--- src/pkg/rsa_map.svh ---
// Constants of the serial RTC register access block
`ifndef RSA_MAP_SVH
`define RSA_MAP_SVH
`define RSA_CLK_HZ 100_000_000
`define RSA_HZ_PER_MHZ 1_000_000
`define RSA_OSC_HZ 32768
`define RSA_HUND_HZ 100
`define RSA_REC_US 1000
`define RSA_FIFO_DEPTH 4
`define RSA_NSYNC 5
`define RSA_I_CS 0
`define RSA_I_SCK 1
`define RSA_I_SDI 2
`define RSA_I_OSC 3
`define RSA_I_POK 4
`define RSA_SYNC_RST 5'h01
`define RSA_LAST_BIT 3'h7
`define RSA_WR_BIT 7
`define RSA_LAST_CLK 6'h07
`define RSA_A_HUND 0
`define RSA_A_SEC 1
`define RSA_A_MIN 2
`define RSA_A_HOUR 3
`define RSA_A_DAY 4
`define RSA_A_DATE 5
`define RSA_A_MON 6
`define RSA_A_YEAR 7
`define RSA_MAX_99 8'h99
`define RSA_MAX_59 8'h59
`define RSA_MAX_HR 6'h23
`define RSA_MAX_DAY 3'h7
`define RSA_MAX_MON 5'h12
`define RSA_FEB 5'h02
`define RSA_FIRST 8'h01
`endif

--- src/pkg/rsa_pkg.sv ---
// Types of the serial RTC register access block
package rsa_pkg;
    typedef enum logic [2:0] {
        RSA_IDLE = 3'b001,
        RSA_CMD = 3'b010,
        RSA_DATA = 3'b100
    } rsa_state_t;

    typedef struct packed {
        logic [4:0] s1;
        logic [4:0] s2;
        logic [4:0] s3;
        logic [4:0] f;
        rsa_state_t st;
        logic [2:0] bits;
        logic [7:0] sh;
        logic [7:0] ob;
        logic wr;
        logic [5:0] addr;
        logic sdo;
        logic oe;
        logic pend;
        logic [13:0] pdat;
        logic [15:0] acc;
        logic [31:0] rec;
        logic wp;
        logic [7:0][7:0] cnt;
        logic [63:0][7:0] mem;
    } rsa_top_s_t;
endpackage

--- src/core/rsa_top.sv ---
// Serial RTC register access: FIFO and top level
//
// Summary of operation
// - Respond only while chip select is low
// - Bytes travel most significant bit first
// - First bit taken on first rising clock
// - Sample on rising, shift out on falling
// - One serial clock per bit
// - Everything moves in whole bytes
// - Address bit six is ignored
// - Address advances after each data byte
// - Clock, control, alarm, then user RAM; the code puts plain user RAM right after the clock bytes
// - Clock bytes in BCD, 24-hour
// - Month lengths and leap years handled
// - Time base from 32768 Hz oscillator
// - Power fail aborts and clears address
// - Inputs ignored while supply is bad
// - Protection lasts through recovery time
// - Select falling starts, rising ends
// - Twelve control bytes for alarm functions; the code has no alarms, those bytes are plain RAM
// - First bit write flag, then address
// - Burst address wraps top to zero
// - Clock bytes frozen while addressed
// - Data output released while deselected
`include "rsa_map.svh"
`timescale 1ns/1ps
`default_nettype none

module rsa_fifo #(
    parameter int WIDTH = 14,
    parameter int DEPTH = `RSA_FIFO_DEPTH
) (
    // Clock and reset
    input wire logic clk_i,
    input wire logic rst_b_i,
    // Filling side
    input wire logic in_valid_i,
    output logic in_ready_o,
    input wire logic [WIDTH-1:0] in_data_i,
    // Draining side
    output logic out_valid_o,
    input wire logic out_ready_i,
    output logic [WIDTH-1:0] out_data_o
);
    localparam int AW = $clog2(DEPTH);
    typedef struct packed {
        logic [DEPTH-1:0][WIDTH-1:0] mem;
        logic [AW-1:0] wp;
        logic [AW-1:0] rp;
        logic [AW:0] cnt;
    } rsa_fifo_s_t;
    rsa_fifo_s_t q, n;
    logic push, pop;

    if (DEPTH < 2 || (1 << AW) != DEPTH || WIDTH < 1) begin : g_chk
        $error("rsa_fifo: depth must be a power of two");
    end

    always_comb begin
        n = q;
        push = in_valid_i && in_ready_o;
        pop = out_valid_o && out_ready_i;
        if (push) begin
            n.mem[q.wp] = in_data_i;
            n.wp = q.wp + 1'b1;
        end
        if (pop) begin
            n.rp = q.rp + 1'b1;
        end
        n.cnt = q.cnt + (AW + 1)'(push) - (AW + 1)'(pop);
    end

    always_ff @(posedge clk_i or negedge rst_b_i) begin
        if (!rst_b_i) begin
            q <= '0;
        end else begin
            q <= n;
        end
    end

    assign in_ready_o = q.cnt != (AW + 1)'(DEPTH);
    assign out_valid_o = q.cnt != '0;
    assign out_data_o = q.mem[q.rp];
endmodule

module rsa_top #(
    parameter int REC_US = `RSA_REC_US
) (
    // Clock and reset
    input wire logic clk_i,
    input wire logic rst_b_i,
    // Serial bus pins
    input wire logic cs_b_i,
    input wire logic sck_i,
    input wire logic sdi_i,
    output logic sdo_o,
    output logic sdo_oe_o,
    // Oscillator and supply
    input wire logic osc_32k_i,
    input wire logic power_ok_i,
    output logic wr_protect_o
);
    import rsa_pkg::*;
    localparam int REC_CYC = REC_US * (`RSA_CLK_HZ / `RSA_HZ_PER_MHZ);

    if (REC_CYC < 1) begin : g_chk
        $error("rsa_top: recovery time too short");
    end

    rsa_top_s_t q, n;
    logic [4:0] nf, rise, fall;
    logic cs_fall, shift_en, cmd_done, byte_done, tick, frozen, drain;
    logic [16:0] acc_sum;
    logic r;
    logic f_ready, f_valid;
    logic [13:0] f_data;

    function automatic logic [7:0] bcd_inc(input logic [7:0] v);
        if (v[3:0] == 4'h9) begin
            bcd_inc = {v[7:4] + 4'h1, 4'h0};
        end else begin
            bcd_inc = {v[7:4], v[3:0] + 4'h1};
        end
    endfunction

    // Leap rule holds for years 2000 to 2099 only
    function automatic logic [7:0] last_date(input logic [7:0] mo,
                                             input logic [7:0] yr);
        logic leap;
        leap = yr[4] ? (yr[3:0] == 4'h2 || yr[3:0] == 4'h6)
                     : (yr[3:0] == 4'h0 || yr[3:0] == 4'h4
                        || yr[3:0] == 4'h8);
        case (mo[4:0])
            `RSA_FEB: last_date = leap ? 8'h29 : 8'h28;
            5'h04, 5'h06, 5'h09, 5'h11: last_date = 8'h30;
            default: last_date = 8'h31;
        endcase
    endfunction

    rsa_fifo #(
        .WIDTH(14),
        .DEPTH(`RSA_FIFO_DEPTH)
    ) u_wfifo (
        .clk_i(clk_i),
        .rst_b_i(rst_b_i),
        .in_valid_i(q.pend),
        .in_ready_o(f_ready),
        .in_data_i(q.pdat),
        .out_valid_o(f_valid),
        .out_ready_i(!tick),
        .out_data_o(f_data)
    );

    always_comb begin
        n = q;
        // ************************************************
        // Pin synchronisers, change taken once s2 and s3 agree
        // ************************************************
        n.s1 = {power_ok_i, osc_32k_i, sdi_i, sck_i, cs_b_i};
        n.s2 = q.s1;
        n.s3 = q.s2;
        nf = (~(q.s2 ^ q.s3) & q.s3) | ((q.s2 ^ q.s3) & q.f);
        n.f = nf;
        rise = nf & ~q.f;
        fall = ~nf & q.f;
        // ************************************************
        // Supply watch and write protection
        // ************************************************
        if (!nf[`RSA_I_POK]) begin
            n.rec = 32'(REC_CYC);
        end else if (q.rec != '0) begin
            n.rec = q.rec - 32'h1;
        end
        n.wp = !nf[`RSA_I_POK] || n.rec != '0;
        // ************************************************
        // Time base, exact 100 Hz average from 32768 Hz
        // ************************************************
        acc_sum = {1'b0, q.acc} + 17'(`RSA_HUND_HZ);
        tick = 1'b0;
        if (rise[`RSA_I_OSC]) begin
            tick = acc_sum >= 17'(`RSA_OSC_HZ);
            n.acc = tick ? 16'(acc_sum - 17'(`RSA_OSC_HZ)) : acc_sum[15:0];
        end
        // ************************************************
        // BCD calendar, 24-hour form
        // ************************************************
        r = tick;
        for (int i = `RSA_A_HUND; i <= `RSA_A_MIN; i++) begin
            if (r) begin
                r = q.cnt[i] == (i == `RSA_A_HUND ? `RSA_MAX_99 : `RSA_MAX_59);
                n.cnt[i] = r ? 8'h00 : bcd_inc(q.cnt[i]);
            end
        end
        if (r) begin
            r = q.cnt[`RSA_A_HOUR][5:0] == `RSA_MAX_HR;
            n.cnt[`RSA_A_HOUR][5:0] = r ? 6'h00
                : 6'(bcd_inc({2'b00, q.cnt[`RSA_A_HOUR][5:0]}));
        end
        if (r) begin
            n.cnt[`RSA_A_DAY][2:0] = q.cnt[`RSA_A_DAY][2:0] == `RSA_MAX_DAY
                ? 3'h1 : q.cnt[`RSA_A_DAY][2:0] + 3'h1;
            r = q.cnt[`RSA_A_DATE] == last_date(q.cnt[`RSA_A_MON],
                                                q.cnt[`RSA_A_YEAR]);
            n.cnt[`RSA_A_DATE] = r ? `RSA_FIRST
                : bcd_inc(q.cnt[`RSA_A_DATE]);
        end
        if (r) begin
            r = q.cnt[`RSA_A_MON][4:0] == `RSA_MAX_MON;
            n.cnt[`RSA_A_MON] = r ? `RSA_FIRST : bcd_inc(q.cnt[`RSA_A_MON]);
        end
        if (r) begin
            n.cnt[`RSA_A_YEAR] = q.cnt[`RSA_A_YEAR] == `RSA_MAX_99
                ? 8'h00 : bcd_inc(q.cnt[`RSA_A_YEAR]);
        end
        // ************************************************
        // Serial engine
        // ************************************************
        cs_fall = 1'b0;
        shift_en = 1'b0;
        cmd_done = 1'b0;
        byte_done = 1'b0;
        if (f_ready) begin
            n.pend = 1'b0;
        end
        if (n.wp || nf[`RSA_I_CS]) begin
            n.st = RSA_IDLE;
            n.oe = 1'b0;
            n.bits = 3'h0;
            if (n.wp) begin
                n.addr = 6'h00;
                n.pend = 1'b0;
            end
        end else if (q.st == RSA_IDLE) begin
            if (fall[`RSA_I_CS]) begin
                cs_fall = 1'b1;
                n.st = RSA_CMD;
            end
        end else if (rise[`RSA_I_SCK]) begin
            shift_en = 1'b1;
            n.sh = {q.sh[6:0], nf[`RSA_I_SDI]};
            n.bits = q.bits + 3'h1;
            if (q.bits == `RSA_LAST_BIT) begin
                if (q.st == RSA_CMD) begin
                    cmd_done = 1'b1;
                    n.wr = n.sh[`RSA_WR_BIT];
                    n.addr = n.sh[5:0];
                    n.st = RSA_DATA;
                    n.ob = q.mem[n.sh[5:0]];
                end else begin
                    byte_done = 1'b1;
                    if (q.wr) begin
                        n.pend = 1'b1;
                        n.pdat = {q.addr, n.sh};
                    end
                    n.addr = q.addr + 6'h01;
                    n.ob = q.mem[n.addr];
                end
            end
        end else if (fall[`RSA_I_SCK] && q.st == RSA_DATA && !q.wr) begin
            n.sdo = q.ob[7];
            n.ob = {q.ob[6:0], 1'b0};
            n.oe = 1'b1;
        end
        // ************************************************
        // Map update: writes, then counter transfer
        // ************************************************
        drain = f_valid && !tick;
        if (drain) begin
            n.mem[f_data[13:8]] = f_data[7:0];
            if (f_data[13:8] <= `RSA_LAST_CLK) begin
                n.cnt[f_data[10:8]] = f_data[7:0];
            end
        end
        frozen = q.st != RSA_IDLE && q.addr <= `RSA_LAST_CLK;
        if (!frozen) begin
            n.mem[7:0] = n.cnt;
        end
    end

    // Async reset takes constants only
    always_ff @(posedge clk_i or negedge rst_b_i) begin
        if (!rst_b_i) begin
            q <= '{s1: `RSA_SYNC_RST, s2: `RSA_SYNC_RST, s3: `RSA_SYNC_RST,
                   f: `RSA_SYNC_RST, st: RSA_IDLE, rec: '1, wp: 1'b1,
                   default: '0};
        end else begin
            q <= n;
        end
    end

    assign sdo_o = q.sdo;
    assign sdo_oe_o = q.oe;
    assign wr_protect_o = q.wp;
endmodule

`default_nettype wire

--- config.mk ---
export PLATFORM = sky130hd
export DESIGN_NAME = rsa_top
export DESIGN_NICKNAME = d
export VERILOG_FILES = /design/src/pkg/rsa_pkg.sv /design/src/core/rsa_top.sv
export VERILOG_INCLUDE_DIRS = /design/src /design/src/pkg
export SDC_FILE = /design/constraint.sdc
export NUM_CORES = 2
export LEC_CHECK = 0
export ABC_CLOCK_PERIOD_IN_PS = 9650
export BUFFER_PORTS_ARGS = -buffer_cell sky130_fd_sc_hd__buf_2
export CAP_MARGIN = 20
export CORE_MARGIN = 3
export CORE_UTILIZATION = 55
export CTS_CLUSTER_DIAMETER = 40
export CTS_CLUSTER_SIZE = 40
export DETAILED_ROUTE_END_ITERATION = 12
export PLACE_DENSITY = 0.7
export SKIP_LAST_GASP = 1
export SLEW_MARGIN = 15
export SYNTH_ARGS = -nofsm -noshare
export SYNTH_HDL_FRONTEND = slang
export SYNTH_SLANG_ARGS = --single-unit
export TNS_END_PERCENT = 50
--- constraint.sdc ---
create_clock -name clk_i -period 9.65 [get_ports clk_i]
set_input_delay 1.93 -clock clk_i [delete_from_list [all_inputs] [get_ports clk_i]]
set_output_delay 1.93 -clock clk_i [all_outputs]
set_load 0.02 [all_outputs]
==> flow_summary.yaml <==
power:
  power_frac_comb: 0.035
  powerDensity_nw_per_um2: 172
  internal_power_mw: 5.97
  peakVddDrop_v: 0.000161
  pwr-share-seq: 0.419
  p_sw_mw: 1.75
  total_power_mw: 7.72
  p_leak_nw: 20.5
  clock_power_share: 0.546
  sw_frac_of_total: 0.227
timing:
  finalClockSkew_ns: 0.0307
  post-route-period-util: 0.460
  slew_headroom: 0.196
  tightest_slew_ns: 1.20
  fin_crit_ns: 4.44
  max_freq_mhz: 225
  slew_viol_final: 0
  rsz0062_at_grt: "false"
  setup_viol: 0
  finalSetupTns_ns: 0
  hold_violations: 0
worst_hold_path:
  hold_path.class: "reg2reg"
yosys:
  synth_xor_area_frac: 0.0105
  ys.flop_type: "dfrtp_1"
  synth_area_um2: 40000
  synth_seq_area_share: 0.471
  synth_nets: 3294
  yosysTopAreaCellShare: 0.446
  synthAdderAreaFrac: 0.0125
  synth_compound_area_frac: 0.0692
  ys_types: 84
  ys_seq_elements: 751
  synthCells: 3250
  syn_avg_cell_area_um2: 12.3
  yosysWarnings: 0
  synth_common_cells: "dfrtp_1, mux2_2, mux2i_1"
  synth_most_common_cell: "dfrtp_1"
  synthMuxAreaShare: 0.322
  async_reset_ff_frac: 1.00
  yosys.area.top_type: "dfrtp_1"
  synth_area_leaders: "dfrtp_1, mux2_2, mux4_2"
  synth_edf_count: 0
  synth-simple-area-share: 0.0895
  synth_top_family_by_area: "multiplexers"
flow_run:
  maxCapViolCount: 0
global_route:
  first_global_vias: 29300
  grt_max_degree: 199
  antenna_found_initial: 4
  grt_pass1_wl_um: 176000
  overflow: 0
  track_usage: 0.304
floorplan:
  core_um2: 71700
  fp.dieArea_um2: 76000
  die_w_um: 276
  die_y_um: 276
  initial_utilization: 0.557
  io_pins: 10
  num_rows: 98
setup_path:
  cp.arrival_ns: 4.99
  endpoint_kind: "flip-flop"
  start_kind: "flip-flop"
  critPathRequiredTime_ns: 10.21
  path_max_fanout: 11
  critPathKind: "reg2reg"
routing:
  first_iter_violations: 2825
  ant_nets: 0
  drc: 0
  routedWlPerCell_um: 27.1
  post_drt_via_cell_ratio: 6.78
  wl_um: 115000
  drt-pass1-iter-count: 6
  vias: 28700
clock_tree:
  postCtsSetupBuffers: 0
  cts_htree_levels: 3
  cts_tree: "done"
  cts_root_buf: "clkbuf_16"
  clock_latency_ns: 0.67
  cts_hold_buf: 0
  post_cts_resized: 0
  clk_pin_slew_worst_paths_ns: 0.06
  cts.sinks: 751
  cts_buffers: 114
  cts_max_path_buffers: 3
place:
  dp_hpwl_um: 71000
  placement.io_buffers: 9
  gp_congestion: 0.911
cells_and_area:
  nNetsFinal: 3236
  syn2layout_area_growth_pct: 12.3
  nFillCells: 5390
  drive_gt1_frac: 0.326
status:
  status: "finished, final reports clean"
==> per-stage QoR <==
step                utilization  worst slack, ns  cell area, µm²  instances  hold slack [ns]
floorplan                     -             5.85           40000       3250            0.331
global placement          0.569             5.25           40800       4021            0.347
detailed placement        0.570             5.25           40900       4023            0.341
CTS                       0.625             5.25           44800       4235            0.359
global route              0.626             4.92           44900       4238            0.363
finish                    0.626             5.21           44900       4239            0.358
==> layout by cell type (no fill, tap or decap), types with 15 or more instances in the layout <==
master	count
or3_1	18
dfstp_2	38
or4_1	16
o22ai_1	107
o21ai_0	55
mux4_2	189
a211oi_1	21
mux2i_1	243
buf_4	37
xor2_1	19
nor3_1	88
nand4_1	18
nand2_1	192
mux2_2	550
nor4_1	32
clkinv_2	17
clkbuf_8	17
nor2_1	201
ha_1	35
dfrtp_1	711
clkbuf_16	116
clkinvlp_4	15
a31oi_1	17
a21oi_1	120
inv_1	31
xnor2_1	27
o31ai_1	17
nand3_1	54
==> power by group through the flow <==
stage	Sequential (mW)	Clock [mW]	Combinational (mW)
after global routing	3.24	4.41	0.292
after detailed placement	3.28	0	0.267
after floorplan	3.27	0	0.164
after CTS	3.23	4.27	0.268
final	3.23	4.22	0.266
after global placement	3.28	0	0.261
==> worst max-delay path: stages, from the launching register on <==
cell,delay (ns)
dfstp_2,0.55
inv_1,0.08
ha_1,0.21
nor3b_1,0.16
and4_1,0.27
a211o_1,0.46
or4_1,0.54
mux2i_1,0.17
or4_1,0.65
nor4_4,0.83
mux2_2,0.42
==> flip-flops by register name, summed over array words and instances, names as in the netlist <==
register,cells
n,10
u_wfifo.q,63
sdo_oe_o,1
q,675
sdo_o,1
wr_protect_o,1
==> cells by family (layout without fill, tap and decap cells) <==
family | count (synthesis) | count (layout)
AO/OA/AOI/OAI | 435 | 435
buffers and inverters | 263 | 301
AND/OR/NAND/NOR | 731 | 731
XOR/XNOR | 48 | 48
adder cells (fa/ha/maj) | 40 | 40
other | 0 | 1
multiplexers | 982 | 982
flip-flops | 751 | 751
==> final timing paths <==
| kind | slack, ns | cells past startpoint | to | start |
|---|---|---|---|---|
| setup reg to reg | 5.21 | 10 | q[653] | q[577] |
| hold / removal | 0.36 | 0 | n[680] | n[685] |
| hold reg to reg | 0.36 | 0 | n[680] | n[685] |
| min in group asynchronous | 1.35 | 1 | q[631] | rst_b_i |
| max in group asynchronous | 6.69 | 2 | q[181] | rst_b_i |
| setup / recovery | 5.21 | 10 | q[653] | q[577] |
==> routing by layer <==
metal  GRT usage  vias up  wire length (µm)
met5           0        -                31
met4       0.145        4              5830
met3      0.0589      372              8740
met2       0.482     1290             53900
met1       0.405    14900             46300
li1            -    12100                 -
==> layout make-up <==
type / count / area [µm²] / share of cell area
Timing Repair Buffer: 55 / 504 / 0.0112
Antenna cell: 1 / 2.50 / 0.0000557
Inverter: 34 / 135 / 0.00301
Tap cell: 950 / 1190 / 0.0265
Sequential cell: 751 / 18800 / 0.420
Multi-Input combinational cell: 2236 / 20200 / 0.451
Clock buffer: 145 / 3180 / 0.0709
Clock inverter: 67 / 788 / 0.0176
Power figures use the tool's default switching activity.
